`src/srcc_map.vh`:
```
// Register map, field positions, reset values and encodings of the system
// reset and clock control block.
// Assumes a 32-bit AHB-Lite slave with word-aligned registers.
`ifndef SRCC_MAP_VH
`define SRCC_MAP_VH

// ****************************************************************
// Register byte offsets
// ****************************************************************
`define SRCC_CAUSE_OFS      8'h00
`define SRCC_CAUSE_CLR_OFS  8'h04
`define SRCC_SWRST_OFS      8'h08
`define SRCC_TRIM_CTL_OFS   8'h0c
`define SRCC_TRIM_STAT_OFS  8'h10
`define SRCC_PWMDIV_OFS     8'h14
`define SRCC_SLEEP_CTL_OFS  8'h18
`define SRCC_SLEEP_EN_OFS   8'h1c
`define SRCC_USBPLL_OFS     8'h20
`define SRCC_SRAM_OFS       8'h24
`define SRCC_IRQ_STAT_OFS   8'h28
`define SRCC_IRQ_MASK_OFS   8'h2c

// ****************************************************************
// Reset cause bit positions
// ****************************************************************
`define SRCC_CAUSE_REG_BIT  0
`define SRCC_CAUSE_SW_BIT   1
`define SRCC_CAUSE_WDG_BIT  2
`define SRCC_CAUSE_BOR_BIT  3
`define SRCC_CAUSE_POR_BIT  4
`define SRCC_CAUSE_EXT_BIT  5
`define SRCC_CAUSE_W        6

// ****************************************************************
// Trim control
// ****************************************************************
`define SRCC_TRIM_W          7
`define SRCC_TRIM_NOMINAL    7'h40
`define SRCC_TRIM_MODE_NONE  2'h0
`define SRCC_TRIM_MODE_AUTO  2'h1
`define SRCC_TRIM_MODE_FACT  2'h2
`define SRCC_TRIM_MODE_USER  2'h3
`define SRCC_TRIM_MODE_LSB   8
`define SRCC_REF_KHZ         32
`define SRCC_SYS_KHZ         100000
`define SRCC_REF_WIN         (`SRCC_SYS_KHZ / `SRCC_REF_KHZ)

// ****************************************************************
// PWM ratio encodings (log2 of the ratio)
// ****************************************************************
`define SRCC_PWMDIV_W    3
`define SRCC_PWMDIV_MAX  3'h6
`define SRCC_PWMDIV_RST  3'h0

// ****************************************************************
// Sleep control, interrupts, misc
// ****************************************************************
`define SRCC_NPERIPH       16
`define SRCC_IRQ_SWRST_BIT 0
`define SRCC_IRQ_CAL_BIT   1
`define SRCC_IRQ_CALERR_BIT 2
`define SRCC_IRQ_W         3
`define SRCC_SRAM_BYTES    32'h00008000
`define SRCC_SWRST_KEY     32'h0000a5a5
`define SRCC_SWRST_LEN     8'h10

`endif

```
`src/srcc_pwm_div.v`:
```
// Power-of-two divider that yields a one-cycle enable for the PWM time base.
// Assumes the select is already validated by the register file.
`timescale 1ns/1ps
`include "srcc_map.vh"

module srcc_pwm_div
(
  input  wire                      hclk,
  input  wire                      hresetn,
  input  wire [`SRCC_PWMDIV_W-1:0] ratio_sel,
  output reg                       pwm_clk_en
);

  reg [5:0] cnt_reg;
  wire [5:0] limit;

  assign limit = (6'h01 << ratio_sel) - 6'h01;

  // Counting system clock edges keeps the PWM rate tied to the system rate.
  always @(posedge hclk or negedge hresetn)
  begin
    if (!hresetn)
    begin
      cnt_reg    <= 6'h00;
      pwm_clk_en <= 1'b0;
    end
    else
    begin
      if (cnt_reg >= limit)
      begin
        cnt_reg    <= 6'h00;
        pwm_clk_en <= 1'b1;
      end
      else
      begin
        cnt_reg    <= cnt_reg + 6'h01;
        pwm_clk_en <= 1'b0;
      end
    end
  end

endmodule

```
`src/srcc_top.v`:
```
// System reset and clock control: reset cause record, software reset,
// oscillator trim, PWM clock divider, sleep clock gating, USB PLL power.
// Assumes an AHB-Lite master on hclk; reset event inputs are asynchronous.
//
// Overview of operation
// - Cause flags stay set until software clears them or a pin reset.
// - Cause flags of all resets but a pin reset accumulate as a bitwise OR.
// - Six cause flags; a write-one mask clears exactly the named flags.
// - Software reset request resets processor and all peripherals to defaults.
// - Software reset keeps the cause record and sets the software flag.
// - Automatic trim uses the 32 kHz reference only when hibernation is running.
// - Stored-default mode restores the factory trim value.
// - Supplied-value mode takes a 7-bit code; 0x40 is nominal.
// - Codes above nominal slow the oscillator, codes below speed it up.
// - PWM clock is processor clock divided by 1 to 64 in powers of two.
// - Selected PWM ratio is readable as one of seven encodings.
// - PWM clock follows the system clock rate.
// - Gating on: during sleep only sleep-enabled peripherals keep clocks and may wake.
// - Gating off: every peripheral keeps running during sleep.
// - USB PLL power-down stops the PHY; USB registers stay reachable.
// - Total SRAM capacity in bytes is readable.
// - Sleep settings are kept while gating is off but have no effect.
`timescale 1ns/1ps
`include "srcc_map.vh"

module srcc_top
#(
  parameter [`SRCC_TRIM_W-1:0] FACTORY_TRIM = `SRCC_TRIM_NOMINAL
)
(
  input  wire                     hclk,
  input  wire                     hresetn,
  input  wire                     hsel,
  input  wire [31:0]              haddr,
  input  wire [1:0]               htrans,
  input  wire                     hwrite,
  input  wire [2:0]               hsize,
  input  wire [31:0]              hwdata,
  input  wire                     hready,
  output wire                     hreadyout,
  output wire                     hresp,
  output reg  [31:0]              hrdata,
  input  wire                     regulator_reset_event,
  input  wire                     watchdog_reset_event,
  input  wire                     brownout_reset_event,
  input  wire                     power_on_reset_event,
  input  wire                     pin_reset_event,
  output reg                      sys_reset_n,
  input  wire                     hib_present,
  input  wire                     hib_enabled,
  input  wire                     hib_rtc_running,
  input  wire                     ref_32k,
  input  wire                     osc_slow,
  output reg  [`SRCC_TRIM_W-1:0]  osc_trim,
  output wire                     pwm_clk_en,
  input  wire                     cpu_sleeping,
  input  wire [`SRCC_NPERIPH-1:0] periph_run_en,
  input  wire [`SRCC_NPERIPH-1:0] periph_wake_req,
  output wire [`SRCC_NPERIPH-1:0] periph_clk_en,
  output wire                     cpu_wake,
  output wire                     usb_pll_power,
  output wire                     usb_phy_enable,
  output wire                     irq
);

  // ****************************************************************
  // Input synchronisers
  // ****************************************************************
  reg  [5:0] evt_s1_reg;
  reg  [5:0] evt_s2_reg;
  reg  [5:0] evt_s3_reg;
  reg  [5:0] ctl_s1_reg;
  reg  [5:0] ctl_s2_reg;
  wire [5:0] evt_raw;
  wire [5:0] evt_rise;

  assign evt_raw = {pin_reset_event, power_on_reset_event, brownout_reset_event,
                    watchdog_reset_event, 1'b0, regulator_reset_event};

  always @(posedge hclk or negedge hresetn)
  begin
    if (!hresetn)
    begin
      evt_s1_reg <= 6'h00;
      evt_s2_reg <= 6'h00;
      evt_s3_reg <= 6'h00;
      ctl_s1_reg <= 6'h00;
      ctl_s2_reg <= 6'h00;
    end
    else
    begin
      evt_s1_reg <= evt_raw;
      evt_s2_reg <= evt_s1_reg;
      evt_s3_reg <= evt_s2_reg;
      ctl_s1_reg <= {osc_slow, ref_32k, cpu_sleeping, hib_rtc_running,
                     hib_enabled, hib_present};
      ctl_s2_reg <= ctl_s1_reg;
    end
  end

  assign evt_rise = evt_s2_reg & ~evt_s3_reg;

  // ****************************************************************
  // AHB-Lite slave
  // ****************************************************************
  reg        wr_pend_reg;
  reg [7:0]  wr_addr_reg;
  reg        rd_pend_reg;
  reg [7:0]  rd_addr_reg;
  wire       acc;
  wire       wr_en;

  assign hreadyout = 1'b1;
  assign hresp     = 1'b0;
  assign acc       = hsel & hready & htrans[1];
  assign wr_en     = wr_pend_reg;

  function is_wr;
    input [7:0] a;
    input [7:0] ofs;
    begin
      is_wr = wr_en && (a == ofs);
    end
  endfunction

  // ****************************************************************
  // Registers
  // ****************************************************************
  reg [`SRCC_CAUSE_W-1:0]  cause_reg;
  reg [`SRCC_CAUSE_W-1:0]  cause_next;
  reg [1:0]                trim_mode_reg;
  reg [`SRCC_TRIM_W-1:0]   trim_user_reg;
  reg                      cal_busy_reg;
  reg                      cal_err_reg;
  reg [`SRCC_PWMDIV_W-1:0] pwm_clock_ratio_select;
  reg                      gate_en_reg;
  reg [`SRCC_NPERIPH-1:0]  sleep_en_reg;
  reg                      usb_pll_reg;
  reg [`SRCC_IRQ_W-1:0]    irq_stat_reg;
  reg [`SRCC_IRQ_W-1:0]    irq_mask_reg;
  reg [7:0]                swrst_cnt_reg;
  reg                      swrst_pend_reg;
  reg [`SRCC_IRQ_W-1:0]    irq_set;
  reg                      cal_done;
  reg                      cal_fail;

  // The cause record lives under hresetn only; software reset only sets its own flag in it.
  always @*
  begin
    cause_next = cause_reg | evt_rise;
    if (evt_rise[`SRCC_CAUSE_EXT_BIT])
      cause_next = 6'h20;
    if (swrst_pend_reg && swrst_cnt_reg == 8'h00)
      cause_next[`SRCC_CAUSE_SW_BIT] = 1'b1;
    if (is_wr(wr_addr_reg, `SRCC_CAUSE_CLR_OFS))
      cause_next = cause_next & ~(hwdata[5:0] & ~(evt_rise |
                   {4'h0, swrst_pend_reg && swrst_cnt_reg == 8'h00, 1'b0}));
  end

  always @(posedge hclk or negedge hresetn)
  begin
    if (!hresetn)
      cause_reg <= 6'h00;
    else
      cause_reg <= cause_next;
  end

  // Software reset: pulses sys_reset_n low for a fixed count of cycles.
  always @(posedge hclk or negedge hresetn)
  begin
    if (!hresetn)
    begin
      swrst_pend_reg <= 1'b0;
      swrst_cnt_reg  <= 8'h00;
      sys_reset_n    <= 1'b1;
    end
    else if (swrst_pend_reg)
    begin
      sys_reset_n <= 1'b0;
      if (swrst_cnt_reg == `SRCC_SWRST_LEN)
      begin
        swrst_pend_reg <= 1'b0;
        sys_reset_n    <= 1'b1;
      end
      else
        swrst_cnt_reg <= swrst_cnt_reg + 8'h01;
    end
    else if (is_wr(wr_addr_reg, `SRCC_SWRST_OFS) && hwdata == `SRCC_SWRST_KEY)
    begin
      swrst_pend_reg <= 1'b1;
      swrst_cnt_reg  <= 8'h00;
    end
  end

  // ****************************************************************
  // Automatic trim: step once per ref period until 17 ref periods are counted
  // ****************************************************************
  reg        ref_d_reg;
  reg [15:0] win_cnt_reg;
  wire       ref_rise;
  wire       auto_ok;

  assign ref_rise = ctl_s2_reg[4] & ~ref_d_reg;
  assign auto_ok  = ctl_s2_reg[0] & ctl_s2_reg[1] & ctl_s2_reg[2];

  // Trim is nudged one step per reference period: a code above nominal slows
  // the oscillator, so a slow oscillator steps the code down.
  always @(posedge hclk or negedge hresetn)
  begin
    if (!hresetn)
    begin
      ref_d_reg   <= 1'b0;
      win_cnt_reg <= 16'h0000;
      osc_trim    <= `SRCC_TRIM_NOMINAL;
      cal_done    <= 1'b0;
      cal_fail    <= 1'b0;
    end
    else
    begin
      ref_d_reg <= ctl_s2_reg[4];
      cal_done  <= 1'b0;
      cal_fail  <= 1'b0;
      if (!sys_reset_n)
        osc_trim <= FACTORY_TRIM;
      else if (is_wr(wr_addr_reg, `SRCC_TRIM_CTL_OFS))
      begin
        case (hwdata[9:8])
          `SRCC_TRIM_MODE_FACT: osc_trim <= FACTORY_TRIM;
          `SRCC_TRIM_MODE_USER: osc_trim <= hwdata[6:0];
          `SRCC_TRIM_MODE_AUTO: cal_fail <= ~auto_ok;
          default: osc_trim <= osc_trim;
        endcase
        win_cnt_reg <= 16'h0000;
      end
      else if (cal_busy_reg && ref_rise)
      begin
        if (ctl_s2_reg[5] && osc_trim != 7'h00)
          osc_trim <= osc_trim - 7'h01;
        else if (!ctl_s2_reg[5] && osc_trim != 7'h7f)
          osc_trim <= osc_trim + 7'h01;
        if (win_cnt_reg == 16'h0010)
          cal_done <= 1'b1;
        win_cnt_reg <= win_cnt_reg + 16'h0001;
      end
    end
  end

  // ****************************************************************
  // Control registers
  // ****************************************************************
  always @(posedge hclk or negedge hresetn)
  begin
    if (!hresetn)
    begin
      trim_mode_reg          <= `SRCC_TRIM_MODE_NONE;
      trim_user_reg          <= `SRCC_TRIM_NOMINAL;
      cal_busy_reg           <= 1'b0;
      cal_err_reg            <= 1'b0;
      pwm_clock_ratio_select <= `SRCC_PWMDIV_RST;
      gate_en_reg            <= 1'b0;
      sleep_en_reg           <= {`SRCC_NPERIPH{1'b0}};
      usb_pll_reg            <= 1'b1;
      irq_mask_reg           <= 3'h0;
    end
    else if (!sys_reset_n)
    begin
      trim_mode_reg          <= `SRCC_TRIM_MODE_NONE;
      trim_user_reg          <= `SRCC_TRIM_NOMINAL;
      cal_busy_reg           <= 1'b0;
      cal_err_reg            <= 1'b0;
      pwm_clock_ratio_select <= `SRCC_PWMDIV_RST;
      gate_en_reg            <= 1'b0;
      sleep_en_reg           <= {`SRCC_NPERIPH{1'b0}};
      usb_pll_reg            <= 1'b1;
      irq_mask_reg           <= 3'h0;
    end
    else
    begin
      if (is_wr(wr_addr_reg, `SRCC_TRIM_CTL_OFS))
      begin
        trim_mode_reg <= hwdata[9:8];
        trim_user_reg <= hwdata[6:0];
        cal_busy_reg  <= (hwdata[9:8] == `SRCC_TRIM_MODE_AUTO) && auto_ok;
        cal_err_reg   <= (hwdata[9:8] == `SRCC_TRIM_MODE_AUTO) && !auto_ok;
      end
      else if (cal_done || (cal_busy_reg && !auto_ok))
        cal_busy_reg <= 1'b0;
      // Out-of-range encodings are ignored so the readback stays legal.
      if (is_wr(wr_addr_reg, `SRCC_PWMDIV_OFS) && hwdata[2:0] <= `SRCC_PWMDIV_MAX)
        pwm_clock_ratio_select <= hwdata[2:0];
      if (is_wr(wr_addr_reg, `SRCC_SLEEP_CTL_OFS))
        gate_en_reg <= hwdata[0];
      if (is_wr(wr_addr_reg, `SRCC_SLEEP_EN_OFS))
        sleep_en_reg <= hwdata[`SRCC_NPERIPH-1:0];
      if (is_wr(wr_addr_reg, `SRCC_USBPLL_OFS))
        usb_pll_reg <= hwdata[0];
      if (is_wr(wr_addr_reg, `SRCC_IRQ_MASK_OFS))
        irq_mask_reg <= hwdata[2:0];
    end
  end

  // ****************************************************************
  // Interrupt status: set wins over a write-one clear
  // ****************************************************************
  always @*
  begin
    irq_set = 3'h0;
    irq_set[`SRCC_IRQ_SWRST_BIT]  = swrst_pend_reg && swrst_cnt_reg == 8'h00;
    irq_set[`SRCC_IRQ_CAL_BIT]    = cal_done;
    irq_set[`SRCC_IRQ_CALERR_BIT] = cal_fail;
  end

  always @(posedge hclk or negedge hresetn)
  begin
    if (!hresetn)
      irq_stat_reg <= 3'h0;
    else if (is_wr(wr_addr_reg, `SRCC_IRQ_STAT_OFS))
      irq_stat_reg <= (irq_stat_reg & ~hwdata[2:0]) | irq_set;
    else
      irq_stat_reg <= irq_stat_reg | irq_set;
  end

  assign irq = |(irq_stat_reg & irq_mask_reg);

  // ****************************************************************
  // Bus phases and read mux
  // ****************************************************************
  always @(posedge hclk or negedge hresetn)
  begin
    if (!hresetn)
    begin
      wr_pend_reg <= 1'b0;
      wr_addr_reg <= 8'h00;
      rd_pend_reg <= 1'b0;
      rd_addr_reg <= 8'h00;
    end
    else
    begin
      wr_pend_reg <= acc & hwrite;
      rd_pend_reg <= acc & ~hwrite;
      if (acc)
      begin
        wr_addr_reg <= {haddr[7:2], 2'b00};
        rd_addr_reg <= {haddr[7:2], 2'b00};
      end
    end
  end

  // Read data is registered at the address phase so it stands in the data phase.
  always @(posedge hclk or negedge hresetn)
  begin
    if (!hresetn)
      hrdata <= 32'h00000000;
    else if (acc && !hwrite)
    begin
      case ({haddr[7:2], 2'b00})
        `SRCC_CAUSE_OFS:     hrdata <= {26'h0, cause_reg};
        `SRCC_TRIM_CTL_OFS:  hrdata <= {22'h0, trim_mode_reg, 1'b0, trim_user_reg};
        `SRCC_TRIM_STAT_OFS: hrdata <= {22'h0, cal_err_reg, cal_busy_reg,
                                        1'b0, osc_trim};
        `SRCC_PWMDIV_OFS:    hrdata <= {29'h0, pwm_clock_ratio_select};
        `SRCC_SLEEP_CTL_OFS: hrdata <= {31'h0, gate_en_reg};
        `SRCC_SLEEP_EN_OFS:  hrdata <= {16'h0, sleep_en_reg};
        `SRCC_USBPLL_OFS:    hrdata <= {31'h0, usb_pll_reg};
        `SRCC_SRAM_OFS:      hrdata <= `SRCC_SRAM_BYTES;
        `SRCC_IRQ_STAT_OFS:  hrdata <= {29'h0, irq_stat_reg};
        `SRCC_IRQ_MASK_OFS:  hrdata <= {29'h0, irq_mask_reg};
        default:             hrdata <= 32'h00000000;
      endcase
    end
  end

  // ****************************************************************
  // Sleep gating, USB PLL, PWM divider
  // ****************************************************************
  wire sleeping;
  wire [`SRCC_NPERIPH-1:0] sleep_keep;

  assign sleeping   = ctl_s2_reg[3];
  // With gating off the sleep enables are held but ignored.
  assign sleep_keep = gate_en_reg ? sleep_en_reg : {`SRCC_NPERIPH{1'b1}};
  assign periph_clk_en = periph_run_en & (sleeping ? sleep_keep : {`SRCC_NPERIPH{1'b1}});
  assign cpu_wake   = sleeping & |(periph_wake_req & periph_clk_en);

  // Only the PHY depends on the PLL; the USB register clock is not gated here.
  assign usb_pll_power  = usb_pll_reg;
  assign usb_phy_enable = usb_pll_reg;

  srcc_pwm_div u_pwm_div
  (
    .hclk       (hclk),
    .hresetn    (hresetn),
    .ratio_sel  (pwm_clock_ratio_select),
    .pwm_clk_en (pwm_clk_en)
  );

endmodule

```
`config.mk`:
```
export PLATFORM = sky130hd
export DESIGN_NAME = srcc_top
export DESIGN_NICKNAME = d
export VERILOG_FILES = /design/src/srcc_pwm_div.v /design/src/srcc_top.v
export VERILOG_INCLUDE_DIRS = /design/src
export SDC_FILE = /design/constraint.sdc
export NUM_CORES = 1
export LEC_CHECK = 0
export ABC_CLOCK_PERIOD_IN_PS = 3000
export BUFFER_PORTS_ARGS = -buffer_cell sky130_fd_sc_hd__buf_4
export CAP_MARGIN = 0
export CORE_ASPECT_RATIO = 2
export CORE_MARGIN = 1.5
export CORE_UTILIZATION = 39
export DETAILED_ROUTE_END_ITERATION = 6
export PLACE_DENSITY = 0.64
export SYNTH_ARGS = -nofsm -noshare
export SYNTH_HDL_FRONTEND = slang
export SYNTH_SLANG_ARGS = --single-unit
```
`constraint.sdc`:
```
create_clock -name hclk -period 3 [get_ports hclk]
set_input_delay 0.45 -clock hclk [delete_from_list [all_inputs] [get_ports hclk]]
set_output_delay 0.45 -clock hclk [all_outputs]
set_load 0.005 [all_outputs]
```
Yosys cells after proc, flatten, opt, wreduce, memory -nomap -nowiden
Index checks and enable logic that the tools add are counted.
- $add $sub $neg: 6
- magnitude comparators: 2
- equal/unequal tests: 36
- shift operators: 1
- muxes and demuxes: 50
- bitwise operators: 24
- reductions and logical operators: 33
- operators with widths (operator ; number):
    one-hot mux 16 bit (10 select lines) ; 1
    2-to-1 mux 16 bit ; 6
    2-to-1 mux 7 bit ; 7
    equality test 6 x 3 -> 1 bit (second input constant) ; 7
    equality test 6 x 4 -> 1 bit (second input constant) ; 7
    bitwise AND 16 bit ; 2
    equality test 32 x 16 -> 1 bit (second input constant) ; 1
    2-to-1 mux 8 bit ; 3
    2-to-1 mux 1 bit ; 22
    logical AND 1 bit ; 19
    bitwise AND 6 bit ; 3
    equality test 6 x 2 -> 1 bit (second input constant) ; 3
    2-to-1 mux 6 bit ; 3
    inverter 6 bit ; 3
    adder 16 x 1 -> 16 bit (second input constant) ; 1
    equality test 16 x 5 -> 1 bit (second input constant) ; 1
    OR reduction 16 bit ; 1
    2-to-1 mux 3 bit ; 5
    one-hot mux 7 bit (2 select lines) ; 1
    != test 2 x 1 -> 1 bit (second input constant) ; 6
    adder 8 x 1 -> 8 bit (second input constant) ; 1
    equality test 8 x 5 -> 1 bit (second input constant) ; 1
    zero test 8 bit ; 1
    adder 7 x 1 -> 7 bit (second input constant) ; 1
    other kinds (30) ; 46
- register bits: 153
- input port bits: 117
- logic and storage cells: 181

Logic depth before layout (Yosys ltp)
Gate-level depths: netlist of run 1.
- word-level depth: 8
- mapped depth: 11

By module
Synthesis of run 1 repeated with hierarchy kept, for this count alone.
- cells, all modules: 677
- area total of the unflattened synthesis: 6796.5 sq um
- by module, submodules not included (module ; instances ; cells an instance ; area each (sq um) ; sequential area each (sq um)):
    srcc_top ; 1 ; 631 ; 6339.8 ; 3258.1
    srcc_pwm_div ; 1 ; 46 ; 456.7 ; 175.2

Least setup slack after synthesis of run 1
Ideal clock, no wire load.
- path kind: register -> register
- from: register osc_trim[3]
- to: register osc_trim[6]
- library setup time: 85 ps
- data arrival time: 2421 ps
- slack: 494 ps
- stages on the path, launching flop included: 12
- buffers on the path: 0
- cells stage by stage: dfrtp_1 > nor4_1 > nand2_1 > nand2_1 > inv_1 > fa_1 > a211oi_1 > o21bai_1 > a21oi_1 > xor2_1 > a31oi_1 > o221ai_1
- cells in the longest elaborated chain, start to end: 6
- elaborated cells on any way between the ends: 13
- those cells by class: 2 x add/sub; 2 x eq/ne; 5 x mux; 4 x reduce/logical
- RTL lines (element ; line ; text):
    start, declared ; srcc_top.v:54 ; output reg [`SRCC_TRIM_W-1:0] osc_trim,
    start signal, assigned ; srcc_top.v:214 ; osc_trim <= `SRCC_TRIM_NOMINAL;
    start signal, assigned ; srcc_top.v:229 ; `SRCC_TRIM_MODE_USER: osc_trim <= hwdata[6:0];
    start signal, assigned ; srcc_top.v:231 ; default: osc_trim <= osc_trim;
    adder 7 x 1 -> 7 bit or nonzero test 7 bit (tied branches) ; srcc_top.v:240, srcc_top.v:237 ;
    2-to-1 mux 7 bit or logical AND 1 bit (tied branches) ; srcc_top.v:239, srcc_top.v:237 ;
    2-to-1 mux 7 bit ; srcc_top.v:237 ; if (ctl_s2_reg[5] && osc_trim != 7'h00)
    2-to-1 mux 7 bit ; srcc_top.v:235 ; else if (cal_busy_reg && ref_rise)
    2-to-1 mux 7 bit ; srcc_top.v:225 ; else if (is_wr(wr_addr_reg, `SRCC_TRIM_CTL_OFS))
    2-to-1 mux 7 bit ; srcc_top.v:223 ; if (!sys_reset_n)
Several ways; a longest one is shown, not always the timed one. The select of a mux whose other input is x is not followed.
A chain may end at the register's enable or synchronous reset.

Worst setup path after layout of run 1
- from: register ctl_s2_reg[3]
- to: output cpu_wake
- cells in the longest elaborated chain, start to end: 5
- RTL lines (element ; line ; text):
    start, declared ; srcc_top.v:73 ; reg [5:0] ctl_s2_reg;
    start signal, assigned ; srcc_top.v:97 ; ctl_s2_reg <= ctl_s1_reg;
    2-to-1 mux 16 bit ; srcc_top.v:382 ; assign periph_clk_en = periph_run_en & (sleeping ? sleep_keep : {`SRCC_NPERIPH{1'b1}});
    bitwise AND 16 bit ; srcc_top.v:382 ;
    bitwise AND 16 bit ; srcc_top.v:383 ; assign cpu_wake = sleeping & |(periph_wake_req & periph_clk_en);
    OR reduction 16 bit ; srcc_top.v:383 ;
    bitwise AND 1 bit * ; srcc_top.v:383 ;
    end, declared ; srcc_top.v:60 ; output wire cpu_wake,
Mark *: on every way between the ends. The rest lies on a longest branch, timed or not.

==> results of run 1 <==
[logic make-up after synthesis]
| family | Yosys count | share of synthesized area |
|---|---|---|
| XOR/XNOR | 22 | 0.02862 |
| AND/OR/NAND/NOR | 244 | 0.1803 |
| adder cells (fa/ha/maj) | 17 | 0.03271 |
| other | 2 | 0.001115 |
| multiplexers | 33 | 0.05073 |
| AO/OA/AOI/OAI | 140 | 0.1459 |
| buffers and inverters | 71 | 0.05073 |
| flip-flops | 137 | 0.5099 |
[layout by cell type (no fill, tap or decap), types with 5 or more instances in the layout]
| master | Yosys | final |
|---|---|---|
| ha_1 | 16 | 16 |
| o21ai_0 | 19 | 19 |
| a211oi_1 | 5 | 5 |
| a222oi_1 | 7 | 7 |
| a22o_1 | 12 | 12 |
| o21ai_1 | 13 | 13 |
| xnor2_1 | 9 | 9 |
| or3_1 | 5 | 5 |
| inv_8 | 0 | 6 |
| o21a_1 | 16 | 16 |
| dfrtp_1 | 133 | 133 |
| buf_4 | 19 | 148 |
| clkbuf_16 | 0 | 17 |
| inv_1 | 22 | 22 |
| mux2i_1 | 24 | 24 |
| and3_1 | 5 | 5 |
| nor3_1 | 10 | 10 |
| nor2_1 | 67 | 67 |
| nor2b_1 | 10 | 10 |
| a21oi_1 | 28 | 28 |
| xor2_1 | 13 | 13 |
| nand3_1 | 23 | 23 |
| a21o_1 | 9 | 9 |
| nand4_1 | 14 | 14 |
| nand2_1 | 74 | 73 |
| conb_1 | 2 | 18 |
| mux2_2 | 9 | 9 |
| nor4_1 | 10 | 9 |
[per-layer routing]
layer  up-vias  wire length [µm]
met5         -                 0
met4         0               693
met3        36              1019
met2       196             10750
met1      2732              6142
li1       2618                 -
[what timing repair did]
action | CTS | global route
buffers inserted | 0 | 0
resized for setup | 1 | 2
endpoints found under the setup margin | 1 | 2
[final timing paths]
kind	startpoint	to	slack (ns)	depth (start not counted)
worst min-delay path	hresetn	evt_s2_reg[0]$_DFF_PN0_	0.04	1
worst max register to register	osc_trim[3]$_DFFE_PN0P_	osc_trim[6]$_DFFE_PN1P_	0.26	11
min in group hclk	regulator_reset_event	evt_s1_reg[0]$_DFF_PN0_	0.13	1
max in group asynchronous	hresetn	win_cnt_reg[4]$_DFFE_PN0P_	2.21	2
worst max-delay path	ctl_s2_reg[3]$_DFF_PN0_	cpu_wake	0.18	7
worst min register to register	ctl_s1_reg[5]$_DFF_PN0_	ctl_s2_reg[5]$_DFF_PN0_	0.35	0
[power groups by stage]
stage                     Clock [mW]  Sequential, mW  Combinational [mW]
after floorplan                    0            1.94               0.139
after global placement             0            1.96               0.282
after detailed placement           0            1.96               0.290
after CTS                       2.08            1.93               0.291
after global routing            2.16            1.94               0.319
final                           2.03            1.93               0.288
[stage by stage]
| step | hold slack, ns | area [µm²] | cells | power (mW) |
|---|---|---|---|---|
| CTS | 0.05038 | 8519 | 1023 | 4.300 |
| finish | 0.03628 | 8531 | 1023 | 4.251 |
| detailed placement | 0.3347 | 7939 | 991 | 2.254 |
| floorplan | 0.1544 | 6793 | 682 | 2.079 |
| global placement | 0.3341 | 7939 | 991 | 2.243 |
| global route | 0.08375 | 8531 | 1023 | 4.414 |
[cell type report]
type,instances,area (µm²)
multi-input combinational,474,3032
tap,207,259.0
clock inverter,15,152.6
fill,1524,8319
timing repair buffer,150,1142
inverter,23,86.33
clock buffer,17,425.4
sequential,137,3433
==> summary.md, run 1 <==
| Metric | Value |
|---|---|
| Crit path cell chain | `nand2_4 -> o21a_1 -> a22o_1 -> a221o_1 -> nor4_1 -> nor2b_1 -> buf_4` |
| Antenna diodes | `0` |
| Count of pins over their slew limit | `0` |
| Die ar. | `approximately 18,000 µm²` |
| Post-synthesis async set-or-reset flop share | `1.000` |
| Clock Sinks | `137` |
| Vias per std cell | `5.457` |
| H-tree depth | `4` |
| Max Root-Sink Buffers | `2` |
| CTS buffer count | `17` |
| Final WL | `18.61 mm` |
| Initial core utilization | `0.3996` |
| Vias in the first global route | `5,911` |
| Clock-pin slew on the worst setup and hold paths | `0.06 ns` |
| Period utilization | `0.9402` |
| Switching share of total power | `0.2611` |
| HPWL Detailed | `~14 mm` |
| Largest net degree at the start of global routing | `72` |
| Detailed-route wire length per cell | `18.19 µm` |
| Area share of the largest cell type after synthesis | `0.4943` |
| Ys flop type | `dfrtp_1` |
| Startpoint types | `register` |
| Seq/Total Area, Yosys | `0.5099` |
| Ys Warns | `0` |
| Count of cell types in the netlist | `65` |
| GRT Resource Usage Total | `0.2191` |
| Final Skew | `0.007707 ns` |
| Relative slew slack | `0.4563` |
| Top Usage Layer GRT | `met2` |
| CP peak stage delay | `~0.45 ns` |
| Power share of the sequential group | `0.455` |
| Number of synthesized flops with an enable pin | `0` |
| DR pass1 iterations | `5` |
| Final WS setup | `0.1794 ns` |
| DIE WIDTH | `around 96 µm` |
| Gr ovfl total | `0` |
| # IOs | `180` |
| Hold Buf Count CTS | `0` |
| GP Congestion | `0.8406` |
| Global Route met2 Usage | `0.4128` |
| Core Box Area | `16,850 µm²` |
| Peak VDD IR | `316.0 µV` |
| Worst EP required | `2.55 ns` |
| Combinational cell fraction of total power | `0.068` |
| Status | `complete, no violations` |
| Final Core Density | `0.5063` |
| Critical path buffer and inverter count | `1` |
| Layout area overhead | `26.71%` |
| Pwr dens | `498.4 nW/µm²` |
| Met3 Use GR | `0.04843` |
| CP max-delay cell | `dfrtp_1` |
| Synth area leaders | `dfrtp_1 49%, nand2_1 4.1%, nor2_1 3.7%, mux2i_1 3.6%, ha_1 3.0%` |
| Unrepaired setup endpoints after global routing | `false` |
| Vias | `5,582` |
| Leak Pwr | `4.065 nW` |
| WS Path Type | `reg2out` |
| Crit path max fanout | `16` |
| GR Util met1 | `0.2069` |
| Initial antenna violation count | `0` |
| Buffers on Ports | `131` |
| Final setup fails | `0` |
| Synth area leader | `dfrtp_1` |
| Core Rows | `67` |
| Clk pwr share | `0.477` |
| Fin Setup TNS | `0 ns` |
| Layout cell share with drive strength beyond 1 | `0.2512` |
| Highest Clock Rate | `0.3545 GHz` |
| First-pass GRT wire length | `29.56 mm` |
| Tmin final | `2.821 ns` |
| Most common cell in the netlist | `dfrtp_1` |
| Cell Area, Synth | `6733 µm²` |
| DRT antenna net count | `0` |
| Data arrival, critical path | `2.37 ns` |
| P_int | `3.141 mW` |
| Initial DRC Count | `277` |
| Hold Violations, Final | `0` |
| Clock tree from TritonCTS | `yes` |
| Psw | `1.110 mW` |
| Delay-heaviest family, CP | `compound AO/OA/AOI/OAI gates` |
| Worst slew pin tran | `0.8093 ns` |
| Cells after synthesis | `666` |
| DRC errors left | `0` |
| Worst skew pair latency | `0.43 ns` |
| Final #Nets | `937` |
| CP endpoint kind | `output port` |
| Die span in y | `188.8 µm` |
| FF+latch count, synth | `between 100 and 150` |
| Root buf cell | `clkbuf_16` |
| Syn Area/Cell | `10.11 µm²` |
| Commonest cells post-synth | `133 x dfrtp_1, 74 x nand2_1, 67 x nor2_1` |
| Pre-CTS setup slack | `0.2787 ns` |
| Hold Crit Class | `in2async` |
| Max cap viols | `0` |
Note: power is estimated with default switching activity, not from simulation.
==> run 2, diff against run 1 <==
--- a/config.mk
+++ b/config.mk
@@ -13,6 +13,7 @@
 export CORE_MARGIN = 1.5
 export CORE_UTILIZATION = 39
 export DETAILED_ROUTE_END_ITERATION = 6
+export MAX_ROUTING_LAYER = met4
 export PLACE_DENSITY = 0.64
 export SYNTH_ARGS = -nofsm -noshare
 export SYNTH_HDL_FRONTEND = slang
==> run 2 against run 1 <==
Clock skew down 0.00058 ns; setup slack worse by 0.0030 ns; via count up 0.21%; die area unchanged; flip-flop and latch count unchanged; clock power about the same; register-to-register slack about the same.
==> summary.md, run 2 (synthesis gave the netlist of run 1 again) <==
| Metric | Value |
|---|---|
| Status | `complete, no violations` |
| Initial DRC Count | `271` |
| Unrepaired setup endpoints after global routing | `false` |
| Vias per std cell | `5.468` |
| Initial core utilization | `0.3996` |
| H-tree depth | `4` |
| Area taken by multi-input logic gates | `3032 µm²` |
| Clock Sinks | `137` |
| Crit path max fanout | `16` |
| Final setup fails | `0` |
| Hold Slack | `0.03249 ns` |
| CP endpoint kind | `output port` |
| Crit path capture | `cpu_wake` |
| Vias in the first global route | `5,909` |
| Core Box Area | `16,850 µm²` |
| DRC errors left | `0` |
| Max Root-Sink Buffers | `2` |
| Highest Clock Rate | `0.3542 GHz` |
| Peak VDD IR | `316.3 µV` |
| Count of pins over their slew limit | `0` |
| CP max-delay cell | `dfrtp_1` |
| Vias | `5,594` |
| Relative slew slack | `0.4592` |
| Data arrival, critical path | `2.37 ns` |
| CP peak stage delay | `0.45 ns` |
| Worst skew pair latency | `~0.43 ns` |
| R2r setup slk | `0.26 ns` |
| Largest net degree at the start of global routing | `72` |
| Hold Crit Class | `in2async` |
| Antenna diodes | `0` |
| Worst EP required | `2.55 ns` |
| Final WS setup | `0.1764 ns` |
| Detailed-route wire length per cell | `18.23 µm` |
| Initial antenna violation count | `0` |
| Fin Setup TNS | `0 ns` |
| Worst slew pin tran | `0.8050 ns` |
| Root buf cell | `clkbuf_16` |
| Final #Nets | `around 940` |
| Buffers on Ports | `~130` |
| Worst r2r src | `osc_trim[5]$_DFFE_PN0P_` |
| Final Skew | `around 0.007 ns` |
| Die span in y | `roughly 190 µm` |
| Filler cells | `1,524` |
| Most frequent cells in the layout | `148 x buf_4, 133 x dfrtp_1, 73 x nand2_1, 67 x nor2_1, 28 x a21oi_1` |
| CTS buffer count | `17` |
| Core Rows | `67` |
| Worst-case reg-to-reg path depth | `11` |
| Register area | `3433 µm²` |
| # placed instances | `991` |
| Hold Violations, Final | `0` |
| HPWL Detailed | `14.10 mm` |
| Max cap viols | `0` |
| Pwr dens | `498.6 nW/µm²` |
| Hold Buf Count CTS | `0` |
| Pre-CTS setup slack | `0.2787 ns` |
| Reg2reg end | `osc_trim[6]$_DFFE_PN1P_` |
| Layout cell share with drive strength beyond 1 | `0.2512` |
| WS Path Type | `reg2out` |
| Layout Cells excl Fill | `1,023` |
| Clock tree from TritonCTS | `yes` |
| Crit. Startpoint | `ctl_s2_reg[3]$_DFF_PN0_` |
| Final WL | `18.65 mm` |
| Startpoint types | `register` |
| Crit path cell chain | `nand2_4 -> o21a_1 -> a22o_1 -> a221o_1 -> nor4_1 -> nor2b_1 -> buf_4` |
| Most common cell after layout, fill and taps aside | `buf_4` |
| DIE WIDTH | `95.91 µm` |
| Tmin final | `roughly 2.8 ns` |
| Leak Pwr | `about 4.1 nW` |
| GRT Resource Usage Total | `0.2252` |
| DRT antenna net count | `0` |
| Die ar. | `roughly 18,000 µm²` |
| Period utilization | `0.9412` |
| First-pass GRT wire length | `roughly 29 mm` |
| Gr ovfl total | `0` |
| Layout area overhead | `26.71%` |
| Postcts setup bufs | `0` |
| DR pass1 iterations | `5` |
| GP Congestion | `0.8537` |
| Clock-pin slew on the worst setup and hold paths | `0.06 ns` |
| # IOs | `180` |
[run 2: cell counts in the layout (fill, tap and decap cells not counted)]
No cell type changed its count.
[run 2: metal layers]
metal,GRT usage,share of wire
met4,0.1222,0.044
met1,0.2061,0.33
met2,0.4131,0.57
met3,0.04843,0.059
met5,-,0
[run 2: metrics by stage]
step	area (µm²)	util	total power, mW
global placement	7939	0.4712	2.243
floorplan	6793	-	2.079
global route	8531	0.5063	4.416
detailed placement	7939	0.4712	2.254
CTS	8519	0.5056	4.300
finish	8531	0.5063	4.254
[run 2: area by class of cell]
class                      count  share of cell area
multi-input combinational    474              0.3554
sequential                   137              0.4025
clock inverter                15             0.01789
timing repair buffer         150              0.1339
inverter                      23             0.01012
tap                          207             0.03036
clock buffer                  17             0.04987
[run 2: repair_timing]
item | in CTS | in global routing
endpoints found under the setup margin | 1 | 2
endpoints found under the hold margin | 0 | 0
resized for setup | 1 | 2
cloned | 0 | 0
[run 2: worst min path at each step]
stage | cells after the start | slack, ns | end
floorplan | 0 | 0.15 | cal_busy_reg$_DFFE_PN0P_
global placement | 0 | 0.33 | ctl_s2_reg[5]$_DFF_PN0_
detailed placement | 0 | 0.33 | ctl_s2_reg[1]$_DFF_PN0_
CTS | 1 | 0.05 | evt_s2_reg[0]$_DFF_PN0_
global route | 1 | 0.08 | evt_s2_reg[2]$_DFF_PN0_
finish | 1 | 0.03 | wr_addr_reg[5]$_DFFE_PN0P_
[run 2: where the power goes]
| part | switching, mW | leakage (nW) | internal, mW | total, mW |
|---|---|---|---|---|
| registers | 0.0435 | 1.79 | 1.89 | 1.93 |
| logic | 0.146 | 1.99 | 0.143 | 0.288 |
| clock network | 0.923 | 0.283 | 1.11 | 2.03 |
[run 2: critical path: cells and delay by family (launching register included)]
kind,cells,cell delay (ns)
AO/OA/AOI/OAI,3,0.88
buffers and inverters,1,0.14
flip-flops,1,0.45
AND/OR/NAND/NOR,3,0.49
==> run 3, diff against run 2 <==
--- a/config.mk
+++ b/config.mk
@@ -12,9 +12,10 @@
 export CORE_ASPECT_RATIO = 2
 export CORE_MARGIN = 1.5
 export CORE_UTILIZATION = 39
+export CTS_BUF_LIST = sky130_fd_sc_hd__clkbuf_4
 export DETAILED_ROUTE_END_ITERATION = 6
 export MAX_ROUTING_LAYER = met4
-export PLACE_DENSITY = 0.64
+export RECOVER_POWER = 50
 export SYNTH_ARGS = -nofsm -noshare
 export SYNTH_HDL_FRONTEND = slang
 export SYNTH_SLANG_ARGS = --single-unit
==> run 3 against run 2 <==
The run now ends with capacitance limit, slew limit left; via count up 1.1%; flip-flop and latch count unchanged; register-to-register slack better by 0.06 ns; sequential share of layout area up 0.79 points; fmax down 2.1%; clock skew up 0.015 ns; clock power down 39%; core utilization down 0.96 points; critical path type unchanged; largest cell class unchanged.
==> summary.md, run 3 (synthesis gave the netlist of run 1 again) <==
| Metric | Value |
|---|---|
| Failing checks | `capacitance limit, slew limit` |
| WS Path Type | `reg2out` |
| Most frequent cells in the layout | `134 x buf_4, 132 x dfrtp_1, 73 x nand2_1, 67 x nor2_1, 29 x clkbuf_4` |
| Unrepaired setup endpoints after global routing | `true` |
| Gr ovfl total | `0` |
| Leak Pwr | `between 3 and 4 nW` |
| # IOs | `180` |
| Pre-CTS setup slack | `about 0.27 ns` |
| Hold Crit Class | `in2reg` |
| Data arrival, critical path | `around 2.4 ns` |
| Relative slew slack | `-0.1958` |
| Final Power | `approximately 3.5 mW` |
| Pwr dens | `414.4 nW/µm²` |
| Vias per std cell | `5.468` |
| Final Cell Area | `8369 µm²` |
| Count of pins over their slew limit | `72` |
| Status | `finished with violations` |
| Final Skew | `0.02215 ns` |
| DR pass1 iterations | `5` |
| DP Area | `7916 µm²` |
| Final #Nets | `947` |
| Buffers on Ports | `roughly 130` |
| Largest net degree at the start of global routing | `73` |
| HPWL Detailed | `14.22 mm` |
| Clock-pin slew on the worst setup and hold paths | `0.15 ns` |
| Filler cells | `approximately 1.5k` |
| Critical path buffer and inverter count | `1` |
| Layout area overhead | `24.31%` |
| Die ar. | `18,110 µm²` |
| Worst EP required | `2.55 ns` |
| Core Box Area | `16,850 µm²` |
| Final WL | `between 15 and 20 mm` |
| Vias in the first global route | `approximately 6k` |
| First-pass GRT wire length | `roughly 30 mm` |
| Die span in y | `188.8 µm` |
| DRT antenna net count | `0` |
| DRC errors left | `0` |
| Period utilization | `0.9612` |
| CP max-delay cell | `dfrtp_2` |
| Peak VDD IR | `256.8 µV` |
| Max Root-Sink Buffers | `2` |
| Core Rows | `67` |
| Initial core utilization | `0.3996` |
| CTS buffer count | `17` |
| CP peak stage delay | `approximately 0.44 ns` |
| Clock tree from TritonCTS | `yes` |
| Tmin final | `2.884 ns` |
| Most common cell after layout, fill and taps aside | `buf_4` |
| Hold Slack | `between 0.1 and 0.15 ns` |
| Clock Sinks | `137` |
| Worst skew pair latency | `0.57 ns` |
| Register area | `between 3000 and 4000 µm²` |
| Vias | `5,654` |
| Root buf cell | `clkbuf_4` |
| Layout cell share with drive strength beyond 1 | `0.2494` |
| Final setup fails | `0` |
| Final Core Density | `0.4967` |
| H-tree depth | `4` |
| GRT Resource Usage Total | `0.2256` |
| Hold Violations, Final | `0` |
| Crit path cell chain | `nand2_4 -> o21a_1 -> a22o_1 -> a221o_1 -> nor4_4 -> nor2b_1 -> buf_4` |
| Crit path max fanout | `16` |
| Delay-heaviest family, CP | `compound AO/OA/AOI/OAI gates` |
| GP Congestion | `0.8829` |
| Detailed-route wire length per cell | `18.17 µm` |
| Area taken by multi-input logic gates | `3052 µm²` |
| DIE WIDTH | `95.91 µm` |
| Highest Clock Rate | `0.3468 GHz` |
| Max cap viols | `1` |
| Startpoint types | `register` |
| Worst slew pin tran | `1.794 ns` |
| Final WS setup | `0.1163 ns` |
| Initial antenna violation count | `1` |
| CP endpoint kind | `output port` |
| Initial DRC Count | `between 300 and 400` |
==> run 3: worst register-to-register path, cell delays in order (launching register included) <==
cell and delay [ns]:
dfrtp_1 0.51, nor4_1 0.53, nand4_1 0.34, o41ai_4 0.58, nand3_1 0.15, or3_1 0.36
a21oi_1 0.14
==> run 3: final timing paths <==
path                                             endpoint  cells after the start                  startpoint  slack (ns)
max in group asynchronous         osc_trim[6]$_DFFE_PN1P_                      3                     hresetn        0.90
max reg2reg                  swrst_cnt_reg[7]$_DFFE_PN0P_                      6  wr_addr_reg[4]$_DFFE_PN0P_        0.32
min                           sleep_en_reg[7]$_DFFE_PN0P_                      3                   hwdata[7]        0.12
min in group asynchronous  u_pwm_div.cnt_reg[1]$_DFF_PN0_                      2                     hresetn        0.89
min reg2reg                       evt_s2_reg[3]$_DFF_PN0_                      0     evt_s1_reg[3]$_DFF_PN0_        0.37
max                                              cpu_wake                      7     ctl_s2_reg[3]$_DFF_PN0_        0.12
==> run 3: layout make-up <==
| type | count | area share |
|---|---|---|
| clock buffer | 17 | 0.01525 |
| sequential | 137 | 0.4104 |
| multi-input combinational | 474 | 0.3646 |
| antenna | 1 | 0.0002990 |
| inverter | 23 | 0.01032 |
| tap | 207 | 0.03095 |
| clock inverter | 15 | 0.01988 |
| timing repair buffer | 160 | 0.1483 |
==> run 3: layer usage <==
| metal | global-route usage | part of all wire | up-vias |
|---|---|---|---|
| met5 | - | 0 | - |
| met4 | 0.09615 | 0.034 | 0 |
| met3 | 0.03995 | 0.048 | 39 |
| met2 | 0.4168 | 0.57 | 175 |
| met1 | 0.2211 | 0.35 | 2800 |
| li1 | - | - | 2640 |
==> run 3: timing repair <==
| action | in CTS | in global routing |
|---|---|---|
| buffers inserted | 1 | 0 |
| hold buffers | 12 | 0 |
| resized for setup | 4 | 3 |
| hold endpoints to repair | 80 | 0 |
| endpoints found under the setup margin | 1 | 2 |
==> run 3: metrics by stage <==
step,std cells,TNS [ns]
after floorplan,682,0
after global placement,988,0
after detailed placement,988,0
after CTS,1033,0
after global routing,1034,-0.004550
final,1034,0
==> run 3: power by group <==
part / total, mW / internal [mW] / switching (mW)
clock network: 1.24 / 0.393 / 0.846
registers: 1.93 / 1.89 / 0.0426
logic: 0.298 / 0.150 / 0.148
total: 3.47 / 2.43 / 1.04
